File: src/rtl/cdg_pkg.sv
// Package for the codec configuration block: control register layout,
// reset values, host port modes, serial word format and carrier structs.
// Assumes a single clock that also serves as the codec master clock.
package cdg_pkg;

  // ==========================================================================
  // Control registers
  localparam int          NUM_REGS    = 6;
  localparam int          REG_W       = 8;
  localparam logic [2:0]  REG_CTRL1   = 3'h1;
  localparam logic [2:0]  REG_CTRL2   = 3'h2;
  localparam logic [2:0]  REG_CTRL3   = 3'h3;
  localparam logic [2:0]  REG_CTRL4   = 3'h4;
  localparam logic [2:0]  REG_CTRL6   = 3'h6;

  // Control register 1
  localparam int          C1_FMT15P1  = 0;
  localparam int          C1_PROGMODE = 1;
  localparam int          C1_IIR      = 2;
  localparam int          C1_ALOOP    = 3;
  localparam int          C1_DLOOP    = 4;
  localparam int          C1_BYPASS   = 5;
  localparam int          C1_ADCOVF   = 6;
  localparam int          C1_DACOVF   = 7;
  // Control register 2
  localparam int          C2_GPI      = 0;
  localparam int          C2_GPO      = 1;
  localparam int          C2_HPC_LO   = 2;
  localparam int          C2_TURBO    = 4;
  localparam int          C2_BASE_LO  = 5;
  // Control register 3
  localparam int          C3_OSR512   = 0;
  localparam int          C3_ASYNC_LO = 1;
  localparam int          C3_ADCPD    = 4;
  localparam int          C3_DACPD    = 5;
  localparam int          C3_SWRESET  = 7;
  // Control register 4
  localparam int          C4_P_LO     = 0;
  localparam int          C4_M_LO     = 3;

  localparam logic [7:0]  RST_CTRL1   = 8'h00;
  localparam logic [7:0]  RST_CTRL2   = 8'h00;
  localparam logic [7:0]  RST_CTRL3   = 8'h00;
  localparam logic [7:0]  RST_CTRL4   = 8'h09;
  localparam logic [7:0]  RST_CTRL5   = 8'h00;
  localparam logic [7:0]  RST_CTRL6   = 8'h00;

  // Host port control field values
  localparam logic [1:0]  HPC_TWO_WIRE = 2'h0;
  localparam logic [1:0]  HPC_ALT_TWO  = 2'h1;
  localparam logic [1:0]  HPC_GPIO     = 2'h2;

  // ==========================================================================
  // Serial audio bus
  localparam int          WORD_BITS   = 16;
  localparam int          CW_READ     = 15;
  localparam int          CW_IDX_LO   = 12;
  localparam logic [9:0]  SCLK_MIN_PERIOD = 10'h002;
  localparam logic [3:0]  P_ZERO_MEANS = 4'h8;
  localparam logic [5:0]  M_ZERO_MEANS = 6'h20;

  // ==========================================================================
  // Carriers
  typedef struct packed {
    logic       read;
    logic [6:0] addr;
    logic [2:0] idx;
    logic [7:0] data;
  } cdg_host_req_s;

  typedef struct packed {
    logic       filterIir;
    logic       filterBypass;
    logic       analogLoop;
    logic       digitalLoop;
    logic       adcPowerDown;
    logic       dacPowerDown;
    logic       osr512;
    logic [2:0] asyncFactor;
  } cdg_path_ctl_s;

  typedef enum logic [1:0] {
    FR_WAIT = 2'b01,
    FR_RUN  = 2'b10
  } cdg_frame_e;

endpackage : cdg_pkg

File: src/rtl/cdg_sclk_div.sv
// Serial clock divider: a square wave of a programmable period in
// master clock cycles, plus a one-cycle pulse at each rising edge.
// Assumes period is at least two.
`timescale 1ns/1ps
module cdg_sclk_div
  import cdg_pkg::*;
#(
  parameter int W = 10
) (
  input  wire logic         clock,
  input  wire logic         rst,
  input  wire logic [W-1:0] period,
  output logic              sclk,
  output logic              bitTick
);

  logic [W-1:0] count_r;

  // ==========================================================================
  // Counter and outputs
  always_ff @(posedge clock) begin
    if (rst || count_r >= period - W'(1)) begin
      count_r <= '0;
    end else begin
      count_r <= count_r + W'(1);
    end
  end

  always_ff @(posedge clock) begin
    if (rst) begin
      sclk    <= 1'b0;
      bitTick <= 1'b0;
    end else begin
      sclk    <= (count_r < (period >> 1));
      bitTick <= (count_r == '0);
    end
  end

endmodule : cdg_sclk_div

File: src/rtl/cdg_frame_ser.sv
// Serial audio frame engine: 16-bit slots, MSB first, audio in slot 0
// and, when the control slot is enabled, control words in ctrlSlot.
// Assumes bitTick pulses once per serial clock period.
`timescale 1ns/1ps
module cdg_frame_ser
  import cdg_pkg::*;
(
  input  wire logic        clock,
  input  wire logic        rst,
  input  wire logic        bitTick,
  input  wire logic [4:0]  slots,
  input  wire logic [4:0]  ctrlSlot,
  input  wire logic        ctrlEn,
  input  wire logic [15:0] audioTx,
  input  wire logic [15:0] ctrlTx,
  input  wire logic        sdIn,
  output logic             sdOut,
  output logic             fsync,
  output logic             frameStart,
  output logic [15:0]      audioRx,
  output logic             audioRxValid,
  output logic [15:0]      ctrlRx,
  output logic             ctrlRxValid
);

  cdg_frame_e  state_r;
  logic [3:0]  bitIdx_r;
  logic [4:0]  slotIdx_r;
  logic [15:0] txShift_r;
  logic [15:0] rxShift_r;
  logic [15:0] loadWord;
  logic [15:0] rxWord;
  logic        lastBit;

  always_comb begin
    loadWord = 16'h0000;
    if (slotIdx_r == 5'h00) begin
      loadWord = audioTx;
    end else if (ctrlEn && slotIdx_r == ctrlSlot) begin
      loadWord = ctrlTx;
    end
    rxWord  = {rxShift_r[14:0], sdIn};
    lastBit = (bitIdx_r == 4'(WORD_BITS - 1));
  end

  // ==========================================================================
  // Slot and bit position
  always_ff @(posedge clock) begin
    if (rst) begin
      state_r   <= FR_WAIT;
      bitIdx_r  <= 4'h0;
      slotIdx_r <= 5'h00;
    end else if (bitTick) begin
      case (state_r)
        FR_WAIT: begin
          state_r <= FR_RUN;
        end
        FR_RUN: begin
          bitIdx_r <= bitIdx_r + 4'h1;
          if (lastBit) begin
            slotIdx_r <= (slotIdx_r >= slots - 5'h01) ? 5'h00 : slotIdx_r + 5'h01;
          end
        end
        default: begin
          state_r <= FR_WAIT;
        end
      endcase
    end
  end

  // ==========================================================================
  // Shifting
  always_ff @(posedge clock) begin
    if (rst) begin
      sdOut     <= 1'b0;
      fsync     <= 1'b0;
      txShift_r <= 16'h0000;
      rxShift_r <= 16'h0000;
    end else if (bitTick && state_r == FR_RUN) begin
      fsync     <= (bitIdx_r == 4'h0) && (slotIdx_r == 5'h00);
      rxShift_r <= rxWord;
      if (bitIdx_r == 4'h0) begin
        sdOut     <= loadWord[15];
        txShift_r <= {loadWord[14:0], 1'b0};
      end else begin
        sdOut     <= txShift_r[15];
        txShift_r <= {txShift_r[14:0], 1'b0};
      end
    end else if (bitTick) begin
      fsync <= 1'b0;
    end
  end

  always_ff @(posedge clock) begin
    if (rst) begin
      frameStart   <= 1'b0;
      audioRx      <= 16'h0000;
      audioRxValid <= 1'b0;
      ctrlRx       <= 16'h0000;
      ctrlRxValid  <= 1'b0;
    end else begin
      frameStart   <= bitTick && state_r == FR_RUN && bitIdx_r == 4'h0 && slotIdx_r == 5'h00;
      audioRxValid <= 1'b0;
      ctrlRxValid  <= 1'b0;
      if (bitTick && state_r == FR_RUN && lastBit) begin
        if (slotIdx_r == 5'h00) begin
          audioRx      <= rxWord;
          audioRxValid <= 1'b1;
        end else if (ctrlEn && slotIdx_r == ctrlSlot) begin
          ctrlRx      <= rxWord;
          ctrlRxValid <= 1'b1;
        end
      end
    end
  end

endmodule : cdg_frame_ser

File: src/rtl/cdg_codec_cfg.sv
// Codec control and serial interface core: six control registers, host
// port request handling, serial audio framing and path controls.
// Assumes host requests arrive already decoded from the two-wire bus and
// that the clock input is the codec master clock.
//
// Behaviour
// Continuous mode carries only audio words
// Programming mode adds control words to audio
// Flag-format word with LSB one enters programming
// Config bit picks FIR or IIR filter
// Analog and digital loopback switch independently
// Serial clock from sample rate or turbo divider
// Host port field picks two-wire or alternate
// General-purpose mode: data out, clock in
// General-purpose output drives its held level
// Bypass routes samples around selected filters
// Address is base field then cascade position
// Host selects cascade target; standalone is zero
// Host keeps M even or multiple-of-four
// Oversampling and async factor share one register
// Separate ADC and DAC power-down controls
// ADC and DAC overflow flags in register one
// Software reset bit restores register defaults
// Host may hardware reset through a GPIO
// Six registers, each read and written alone
// Accepted register writes are acknowledged
// Writes take effect at frame boundary
`timescale 1ns/1ps
module cdg_codec_cfg
  import cdg_pkg::*;
#(
  parameter int NUM_DEV = 1
) (
  input  wire logic          clock,
  input  wire logic          rst,
  input  wire logic          hostReqValid,
  input  wire cdg_host_req_s hostReq,
  output logic               hostAck,
  output logic [7:0]         hostRdData,
  input  wire logic [3:0]    cascadePos,
  output logic [1:0]         hostPortMode,
  input  wire logic          sclIn,
  output logic               sdaOut,
  output logic               sdaOe,
  input  wire logic          adcOverflow,
  input  wire logic          dacOverflow,
  input  wire logic [15:0]   adcSample,
  output logic [15:0]        dacSample,
  output logic               dacSampleValid,
  input  wire logic          sdIn,
  output logic               sdOut,
  output logic               sclkOut,
  output logic               fsyncOut,
  output cdg_path_ctl_s      pathCtl
);

  logic [7:0]    cfg_r [1:NUM_REGS];
  logic [1:0]    ovf_r;
  logic          gpi_r;
  logic          progReq_r;
  logic          hostPend_r;
  logic [2:0]    hostPendIdx_r;
  logic [7:0]    hostPendData_r;
  logic          serPend_r;
  logic [2:0]    serPendIdx_r;
  logic [7:0]    serPendData_r;
  logic [15:0]   ctrlTx_r;
  logic [6:0]    devAddr;
  logic          hostTake;
  logic          progActive;
  logic [1:0]    hpc;
  logic          swReset;
  logic          hostApply;
  logic          serApply;
  logic [7:0]    ovfClr;
  logic [3:0]    pVal;
  logic [5:0]    mVal;
  logic [9:0]    sclkPeriod;
  logic [9:0]    baseDiv;
  logic [4:0]    slots;
  logic          bitTick;
  logic          frameStart;
  logic [15:0]   audioRx;
  logic          audioRxValid;
  logic [15:0]   ctrlRx;
  logic          ctrlRxValid;
  logic [15:0]   audioTx;
  logic          serSclk;
  logic          serSdOut;
  logic          serFsync;

  function automatic logic [7:0] readReg(input logic [2:0] idx);
    logic [7:0] v;
    v = 8'h00;
    if (idx >= REG_CTRL1 && idx <= REG_CTRL6) begin
      v = cfg_r[idx];
    end
    if (idx == REG_CTRL1) begin
      v[C1_DACOVF] = ovf_r[1];
      v[C1_ADCOVF] = ovf_r[0];
    end
    if (idx == REG_CTRL2) begin
      v[C2_GPI] = gpi_r;
    end
    if (idx == REG_CTRL3) begin
      v[C3_SWRESET] = 1'b0;
    end
    return v;
  endfunction : readReg

  // ==========================================================================
  // Decoded controls
  always_comb begin
    hpc        = cfg_r[REG_CTRL2][C2_HPC_LO +: 2];
    devAddr    = {cfg_r[REG_CTRL2][C2_BASE_LO +: 3], cascadePos};
    progActive = cfg_r[REG_CTRL1][C1_PROGMODE] | progReq_r;
    hostApply  = frameStart && hostPend_r;
    serApply   = frameStart && serPend_r;
    swReset    = (hostApply && hostPendIdx_r == REG_CTRL3 && hostPendData_r[C3_SWRESET])
              || (serApply && serPendIdx_r == REG_CTRL3 && serPendData_r[C3_SWRESET]);
    ovfClr = 8'h00;
    if (hostApply && hostPendIdx_r == REG_CTRL1) begin
      ovfClr = ovfClr | hostPendData_r;
    end
    if (serApply && serPendIdx_r == REG_CTRL1) begin
      ovfClr = ovfClr | serPendData_r;
    end
  end

  // Host request taken only outside pin mode, when addressed, mapped and, for a write, the write slot is free
  always_comb begin
    hostTake = hostReqValid
            && (hpc != HPC_GPIO)
            && (hostReq.addr == devAddr)
            && (hostReq.idx >= REG_CTRL1) && (hostReq.idx <= REG_CTRL6)
            && (hostReq.read || !hostPend_r);
  end

  // ==========================================================================
  // Host port answers
  always_ff @(posedge clock) begin
    if (rst) begin
      hostAck    <= 1'b0;
      hostRdData <= 8'h00;
    end else begin
      hostAck <= hostTake;
      if (hostTake && hostReq.read) begin
        hostRdData <= readReg(hostReq.idx);
      end
    end
  end

  // Pending host write, applied at the next frame start
  always_ff @(posedge clock) begin
    if (rst) begin
      hostPend_r     <= 1'b0;
      hostPendIdx_r  <= 3'h0;
      hostPendData_r <= 8'h00;
    end else if (hostTake && !hostReq.read) begin
      hostPend_r     <= 1'b1;
      hostPendIdx_r  <= hostReq.idx;
      hostPendData_r <= hostReq.data;
    end else if (hostApply) begin
      hostPend_r <= 1'b0;
    end
  end

  // ==========================================================================
  // Control words on the serial bus
  always_ff @(posedge clock) begin
    if (rst) begin
      serPend_r     <= 1'b0;
      serPendIdx_r  <= 3'h0;
      serPendData_r <= 8'h00;
      ctrlTx_r      <= 16'h0000;
    end else begin
      if (ctrlRxValid && !ctrlRx[CW_READ]) begin
        serPend_r     <= 1'b1;
        serPendIdx_r  <= ctrlRx[CW_IDX_LO +: 3];
        serPendData_r <= ctrlRx[7:0];
      end else if (serApply) begin
        serPend_r <= 1'b0;
      end
      if (ctrlRxValid && ctrlRx[CW_READ]) begin
        ctrlTx_r <= {1'b1, ctrlRx[CW_IDX_LO +: 3], 4'h0, readReg(ctrlRx[CW_IDX_LO +: 3])};
      end
    end
  end

  // In-band request for programming mode, ended by the control word
  always_ff @(posedge clock) begin
    if (rst || swReset) begin
      progReq_r <= 1'b0;
    end else if (audioRxValid && cfg_r[REG_CTRL1][C1_FMT15P1]
                 && !progActive && audioRx[0]) begin
      progReq_r <= 1'b1;
    end else if (ctrlRxValid) begin
      progReq_r <= 1'b0;
    end
  end

  // ==========================================================================
  // Control registers
  for (genvar g = 1; g <= NUM_REGS; g++) begin : gRegs
    localparam logic [7:0] RST_VAL = (g == 1) ? RST_CTRL1 : (g == 2) ? RST_CTRL2 :
                                     (g == 3) ? RST_CTRL3 : (g == 4) ? RST_CTRL4 :
                                     (g == 5) ? RST_CTRL5 : RST_CTRL6;
    always_ff @(posedge clock) begin
      if (rst || swReset) begin
        cfg_r[g] <= RST_VAL;
      end else if (serApply && serPendIdx_r == 3'(g)) begin
        cfg_r[g] <= serPendData_r;
      end else if (hostApply && hostPendIdx_r == 3'(g)) begin
        cfg_r[g] <= hostPendData_r;
      end
    end
  end

  // Overflow flags: a new event wins over a clear in the same cycle
  always_ff @(posedge clock) begin
    if (rst || swReset) begin
      ovf_r <= 2'b00;
    end else begin
      ovf_r[0] <= (ovf_r[0] & ~ovfClr[C1_ADCOVF]) | adcOverflow;
      ovf_r[1] <= (ovf_r[1] & ~ovfClr[C1_DACOVF]) | dacOverflow;
    end
  end

  // ==========================================================================
  // Host port pins
  always_ff @(posedge clock) begin
    if (rst) begin
      gpi_r        <= 1'b0;
      sdaOut       <= 1'b0;
      sdaOe        <= 1'b0;
      hostPortMode <= HPC_TWO_WIRE;
    end else begin
      gpi_r        <= sclIn;
      sdaOe        <= (hpc == HPC_GPIO);
      sdaOut       <= cfg_r[REG_CTRL2][C2_GPO];
      hostPortMode <= hpc;
    end
  end

  // ==========================================================================
  // Serial clock rate
  always_comb begin
    pVal = (cfg_r[REG_CTRL4][C4_P_LO +: 3] == 3'h0) ? P_ZERO_MEANS
         : {1'b0, cfg_r[REG_CTRL4][C4_P_LO +: 3]};
    mVal = (cfg_r[REG_CTRL4][C4_M_LO +: 5] == 5'h00) ? M_ZERO_MEANS
         : {1'b0, cfg_r[REG_CTRL4][C4_M_LO +: 5]};
    baseDiv = 10'((pVal * mVal) / NUM_DEV) >> progActive;
    if (cfg_r[REG_CTRL2][C2_TURBO]) begin
      sclkPeriod = {6'h00, pVal};
    end else begin
      sclkPeriod = baseDiv;
    end
    if (sclkPeriod < SCLK_MIN_PERIOD) begin
      sclkPeriod = SCLK_MIN_PERIOD;
    end
    slots = 5'(NUM_DEV) << progActive;
  end

  cdg_sclk_div #(
    .W       (10)
  ) uSclkDiv (
    .clock   (clock),
    .rst     (rst),
    .period  (sclkPeriod),
    .sclk    (serSclk),
    .bitTick (bitTick)
  );

  // ==========================================================================
  // Audio paths
  always_comb begin
    audioTx = adcSample;
    if (cfg_r[REG_CTRL1][C1_DLOOP]) begin
      audioTx = audioRx;
    end
    if (cfg_r[REG_CTRL3][C3_ADCPD]) begin
      audioTx = 16'h0000;
    end
    if (cfg_r[REG_CTRL1][C1_FMT15P1]) begin
      audioTx[0] = 1'b0;
    end
  end

  cdg_frame_ser uFrame (
    .clock        (clock),
    .rst          (rst),
    .bitTick      (bitTick),
    .slots        (slots),
    .ctrlSlot     (5'(NUM_DEV)),
    .ctrlEn       (progActive),
    .audioTx      (audioTx),
    .ctrlTx       (ctrlTx_r),
    .sdIn         (sdIn),
    .sdOut        (serSdOut),
    .fsync        (serFsync),
    .frameStart   (frameStart),
    .audioRx      (audioRx),
    .audioRxValid (audioRxValid),
    .ctrlRx       (ctrlRx),
    .ctrlRxValid  (ctrlRxValid)
  );

  always_ff @(posedge clock) begin
    if (rst) begin
      sclkOut        <= 1'b0;
      sdOut          <= 1'b0;
      fsyncOut       <= 1'b0;
      dacSample      <= 16'h0000;
      dacSampleValid <= 1'b0;
    end else begin
      sclkOut        <= serSclk;
      sdOut          <= serSdOut;
      fsyncOut       <= serFsync;
      dacSampleValid <= audioRxValid;
      if (audioRxValid) begin
        if (cfg_r[REG_CTRL3][C3_DACPD]) begin
          dacSample <= 16'h0000;
        end else if (cfg_r[REG_CTRL1][C1_FMT15P1]) begin
          dacSample <= {audioRx[15:1], 1'b0};
        end else begin
          dacSample <= audioRx;
        end
      end
    end
  end

  // ==========================================================================
  // Path controls
  always_ff @(posedge clock) begin
    if (rst) begin
      pathCtl <= '0;
    end else begin
      pathCtl.filterIir    <= cfg_r[REG_CTRL1][C1_IIR];
      pathCtl.filterBypass <= cfg_r[REG_CTRL1][C1_BYPASS];
      pathCtl.analogLoop   <= cfg_r[REG_CTRL1][C1_ALOOP];
      pathCtl.digitalLoop  <= cfg_r[REG_CTRL1][C1_DLOOP];
      pathCtl.adcPowerDown <= cfg_r[REG_CTRL3][C3_ADCPD];
      pathCtl.dacPowerDown <= cfg_r[REG_CTRL3][C3_DACPD];
      pathCtl.osr512       <= cfg_r[REG_CTRL3][C3_OSR512];
      pathCtl.asyncFactor  <= cfg_r[REG_CTRL3][C3_ASYNC_LO +: 3];
    end
  end

endmodule : cdg_codec_cfg

File: config.mk
export PLATFORM = sky130hd
export DESIGN_NAME = cdg_codec_cfg
export DESIGN_NICKNAME = d
export VERILOG_FILES = /design/src/rtl/cdg_pkg.sv /design/src/rtl/cdg_sclk_div.sv /design/src/rtl/cdg_frame_ser.sv /design/src/rtl/cdg_codec_cfg.sv
export SDC_FILE = /design/constraint.sdc
export NUM_CORES = 1
export LEC_CHECK = 0
export CAP_MARGIN = 5
export CORE_ASPECT_RATIO = 1.25
export CORE_UTILIZATION = 60
export DETAILED_ROUTE_END_ITERATION = 7
export DONT_BUFFER_PORTS = 1
export PLACE_DENSITY_LB_ADDON = 0.08
export SLEW_MARGIN = 10
export SYNTH_ARGS = -nofsm -noshare
export SYNTH_HDL_FRONTEND = slang
export SYNTH_SLANG_ARGS = --single-unit
File: constraint.sdc
create_clock -name clock -period 9.7 [get_ports clock]
set_input_delay 2.91 -clock clock [delete_from_list [all_inputs] [get_ports clock]]
set_output_delay 2.91 -clock clock [all_outputs]
set_load 0.005 [all_outputs]
# After elaboration in Yosys (flattened, before gate mapping)
# Memories as Yosys holds them, arrays and structs flattened. A register that Yosys moved wholly into a read port is not among the register bits.
# Index checks and enable logic that the tools add are counted.
dict set report word_totals {
  mem_count 1
  ram_bits 48
  ff_bits 174
}
dict set report op_classes {
  reduce_logical 60
  muxes 93
  multipliers 1
  n_addsub 5
  n_eq_ne 25
  bitwise 23
  magnitude_cmp 8
  shifts 2
}
# memory words word_bits read_ports rd_ports_with_merged_regs wr line
set mem_list {}
lappend mem_list {cfg_r 6 8 6 1 6 cdg_codec_cfg.sv:57} ;# logic [7:0] cfg_r [1:NUM_REGS];
# operator count
set ops {}
lappend ops {{8-bit two-way mux} 16}
lappend ops {{16-bit two-way mux} 6}
lappend ops {{1-bit two-way mux} 61}
lappend ops {{1-bit logical AND} 36}
lappend ops {{3-bit by 2-bit == test with 1-bit output, second input constant} 8}
lappend ops {{10-bit two-way mux} 2}
lappend ops {{3-bit == test, second input constant} 6}
lappend ops {{1-bit OR} 15}
lappend ops {{3-bit by 1-bit == test with 1-bit output, second input constant} 4}
lappend ops {{10-bit by 1-bit adder with 10-bit output, second input constant} 1}
lappend ops {{10-bit >= comparator} 1}
lappend ops {{10-bit zero test} 1}
lappend ops {{5-bit zero test} 2}
lappend ops {{10-bit by 2-bit less-than comparator with 1-bit output, second input constant} 1}
lappend ops {{10-bit by 9-bit less-than comparator with 1-bit output} 1}
lappend ops {{4-bit by 6-bit multiplier with 10-bit output} 1}
lappend ops {{10-bit by 1-bit right shift with 10-bit output} 1}
lappend ops {{10-bit by 1-bit subtractor with 10-bit output, second input constant} 1}
lappend ops {{8-bit OR} 1}
lappend ops {{2-bit nonzero test} 4}
lappend ops {{7-bit == test} 1}
lappend ops {{3-bit by 1-bit >= comparator with 1-bit output, second input constant} 2}
lappend ops {{3-bit less-or-equal comparator, second input constant} 2}
lappend ops {{3-bit two-way mux} 2}
lappend ops {{25 further kinds} 41}

# Depth between registers and ports, before layout
# An unclocked memory read counts as a cell.
dict set report depth {
  word_depth 11
  mapped_depth 25
  ltp_nobuf 24
}

# Cells and area by module
# A second synthesis with hierarchy kept.
dict set report hier_totals {
  hier_cells 1285
  area_unflattened_um2 11512.3
}
# module area_each_um2 n_inst cells_each
set by_module_without_submodules {}
lappend by_module_without_submodules {cdg_codec_cfg 7080.5 1 767}
lappend by_module_without_submodules {cdg_frame_ser 3342.0 1 394}
lappend by_module_without_submodules {cdg_sclk_div 1089.8 1 124}

# Worst setup path before layout
# No wires, ideal clock.
dict set report synth_timing {
  kind {register to register}
  from {mem cfg_r[4][2]}
  to {reg uSclkDiv.count_r[2]}
  stages_incl_launch_ff 24
  setup_time_ns 0.079
  arrival_time_ns 5.443
  period_less_slack_ns 5.523
  path_slack_ns 4.177
  required_ns 9.621
  path_cell_list {edfxtp_1 -> clkbuf_1 -> nor3_1 -> nand2_1 -> fa_1 -> inv_1 -> fa_1 -> inv_1 -> fa_1 -> nand2b_1 -> a21oi_2 -> xor2_1 -> nand2_1 -> and4b_2 -> o21ai_1 -> o21ai_1 -> ha_1 -> ha_1 -> a21o_1 -> a21o_1 -> a21o_1 -> a21oi_1 -> o21ai_1 -> nor3_1}
}
# element line
set synth_lines {}
lappend synth_lines {{start, declared} cdg_codec_cfg.sv:57}
lappend synth_lines {{end signal, assigned} cdg_sclk_div.sv:25} ;# count_r <= count_r + W'(1);
lappend synth_lines {{end, declared} cdg_sclk_div.sv:17} ;# logic [W-1:0] count_r;

==> flow_summary.yaml <==
status:
  status: "completed"
logic_synthesis:
  synthMuxAreaShare: 0.0722
  async_reset_ff_frac: 0
  syn_area_um2: 11200
  synth-edff-count: 48
  yosys.area_share.simple: 0.209
  syn_inst: 1230
  synth_nets: 1325
  synthAdderAreaFrac: 0.0601
  synth_compound_area_frac: 0.159
  synth_flop_cell: "dfxtp_1"
  ys_seq_elements: 220
  ys_warn_count: 0
  synth.distinct_cells: 77
  post_synth.cell_area_avg_um2: 9.11
  synth_top_family_by_area: "simple AND/OR/NAND/NOR gates"
  synth_xor_area_frac: 0.0227
  ys_seq_area_frac: 0.436
clocking:
  cts_tree: "built"
  cts_made_buffers: 22
  cts-root-buf: "clkbuf_16"
  post_cts_buffers: 0
  clkLatencyLatePin_ns: 0.52
  cts_htree_levels: 1
  cts.sinks: 220
  clock_path_buffers: 3
  cts_hold_buf: 0
  ctsResizeCount: 0
  clk_pin_slew_ns: 0.06
critical_path:
  crit_buf_inv: 2
  crit_family: "adder cells"
  critical_path_class: "register to register"
  r2r_slack_ns: 3.56
  max_stage_delay_ns: 0.55
  path_max_fanout: 10
  cp-start-kind: "register"
  path_common_cell: "nand2_1"
  crit_path_end_kind: "register"
  cp_data_required_time_ns: 10.07
  worstPathCellList: "nor3_1 -> nand2_1 -> fa_1 -> inv_1 -> fa_1 -> inv_1 -> fa_1 -> nand2b_1 -> a21oi_2 -> xor2_1 -> nand2_1 -> and4b_2 -> o21ai_1 -> o21ai_1 -> ha_1 -> nand2_1 -> xnor2_1 -> ha_1 -> o21ai_0 -> a21oi_1 -> nand2_1 -> o21ai_1 -> nor3_1"
  crit_path_top_delay_cell: "fa_1"
  arrival_ns: 6.51
global_route:
  gr-total-overflow: 0
  grt_pass1_wl_mm: 43.8
  grt_util_met1: 0.368
  grtUsageMet2: 0.482
  grt_busiest_layer: "met2"
  use_met3: 0.0284
  grt_pass1_vias: 8231
  grt_max_degree: 155
  track_usage: 0.282
  grt_antenna_before_repair: 0
timing:
  slew_violations: 0
  tightest_slew_ns: 1.11
  rsz0062_at_grt: "no"
  fin_skew_ns: 0.0145
  max_slew_margin: 0.257
  period_needed_ns: 6.14
  period_share: 0.633
  finalHoldViolCount: 0
  timing.setup.tns_ns: 0
  setup_viol: 0
  fmax_mhz: 163
place:
  dp_hpwl_mm: 19.8
  routabilityCongestion: 0.920
  io_buffers: 0
layout:
  diodes: 0
  syn2layout_area_growth_pct: 6.48
  fillers: 1522
  drive_gt1_frac: 0.0851
  nets: 1278
routing:
  dr.first_iter.drc_count: 673
  viasPerCell: 6.10
  first_pass_iters: 5
  drc_errors: 0
  vias: 8709
  ant_nets: 0
  wl_mm: 27.4
  wl_per_cell_um: 19.2
worst_hold_path:
  holdCritPathClass: "register to register"
floorplan:
  placementRows: 55
  die_h_um: 155
  die_width_um: 124
  initial_core_util: 0.616
  core_um2: 18200
  dieArea_um2: 19200
  io_pins: 89
power:
  combPwrFrac: 0.063
  switching_share: 0.232
  ir_drop_v: 0.000152
  power_density_nw_per_um2: 163
  intPower_mw: 1.49
  p_sw_mw: 0.450
  leakage_nw: 4.31
  pwr-share-clk: 0.435
  p_total_mw: 1.95
  seq_power_share: 0.502
flow_run:
  cap_viol_max_count: 0
-- metrics by stage --
| stage | instance area (um^2) | cells | hold WS, ns | worst slack, ns | utilization |
|---|---|---|---|---|---|
| after CTS | 11900 | 1427 | 0.445 | 3.56 | 0.656 |
| after floorplan | 11200 | 1230 | 0.414 | 4.18 | - |
| after detailed placement | 11200 | 1387 | 0.432 | 3.58 | 0.617 |
| after global routing | 11900 | 1427 | 0.461 | 3.02 | 0.656 |
| final | 11900 | 1427 | 0.448 | 3.56 | 0.656 |
| after global placement | 11200 | 1387 | 0.435 | 3.70 | 0.617 |
-- Yosys cell counts, drive strengths merged (26+ instances only) --
cell,count,share of area
nor2b,26,0.015
mux2,34,0.034
clkbuf,51,0.017
a21oi,125,0.058
ha,41,0.046
nor3,40,0.018
nor2,116,0.040
and2,26,0.015
a22o,38,0.030
inv,39,0.013
mux2i,29,0.026
dfxtp,172,0.31
nand2,174,0.059
edfxtp,48,0.13
-- metal layers --
layer | vias up | part of all wire
met5 | - | 0
met4 | 0 | 0.036
met3 | 63 | 0.042
met2 | 219 | 0.49
met1 | 4168 | 0.43
li1 | 4259 | -
-- cell families after synthesis --
logic type / after synthesis
compound gates: 266
xor+xnor: 29
fa+ha+maj: 49
buf+inv: 113
flops: 220
mux: 69
other cells: 1
simple gates: 483
-- cell usage in the layout (no fill, tap or decap), types with 4 or more instances in the layout --
cell type	Yosys	routed
a22oi_1	16	16
and2_1	25	25
dfxtp_1	172	172
xnor2_1	18	18
mux2i_1	29	29
or3_1	4	4
o21ai_0	16	16
nand4_1	7	7
a221oi_1	19	19
a22o_1	38	38
clkbuf_16	0	23
a21oi_2	5	5
nand3b_1	18	18
nor4_1	7	7
nand2b_1	22	22
a21oi_1	120	120
clkbuf_1	49	7
nand3_1	18	18
nor3_1	39	39
edfxtp_1	48	48
a221o_1	5	5
mux2_2	34	34
nand2_1	173	173
fa_1	8	8
a21o_1	11	11
xor2_1	11	11
a211o_1	4	4
mux4_2	6	6
and3_1	5	5
o21ai_1	5	5
ha_1	41	41
nor2_1	113	113
inv_1	37	37
nor2b_1	25	25
-- path summary, 6_finish.rpt --
| check | start | to | cells past startpoint |
|---|---|---|---|
| worst max-delay path | cfg_r[4][2] | uSclkDiv.count_r[4] | 23 |
| worst min-delay path | uSclkDiv.sclk | sclkOut | 1 |
| worst max register to register | cfg_r[4][2] | uSclkDiv.count_r[4] | 23 |
| worst min register to register | uSclkDiv.sclk | sclkOut | 1 |
-- power by group through the flow --
stage	Sequential, mW	Clock (mW)	Combinational [mW]
finish	0.977	0.847	0.122
global route	0.978	0.896	0.135
CTS	0.976	0.859	0.122
detailed placement	0.997	0	0.121
global placement	0.996	0	0.120
floorplan	0.984	0	0.111
-- cell type report --
type | count | area, um^2 | share of cell area
multi-input cells | 897 | 5870 | 0.492
flip-flops and latches | 220 | 4880 | 0.410
clock buffers | 33 | 643 | 0.0539
well taps | 228 | 285 | 0.0239
inverters | 39 | 149 | 0.0125
clock inverters | 7 | 75.1 | 0.00630
repair buffers | 3 | 22.5 | 0.00189
-- worst register-to-register path: cells and delay by family (launching register included) --
family	cells	cell delay, ns
flops	1	0.53
buf+inv	2	0.11
fa+ha+maj	5	2.08
compound gates	6	1.32
simple gates	8	1.51
xor+xnor	2	0.43
-- state kept, by name, indices dropped and copies added (netlist names), 10 cells and up, named ones only --
register,count
cfg_r,48
dacSample,16
uFrame.audioRx,16
uFrame.rxShift_r,15
uFrame.txShift_r,15
ctrlTx_r,12
uFrame.ctrlRx,12
pathCtl,10
uSclkDiv.count_r,10
Note: power is estimated with default switching activity, not from simulation.
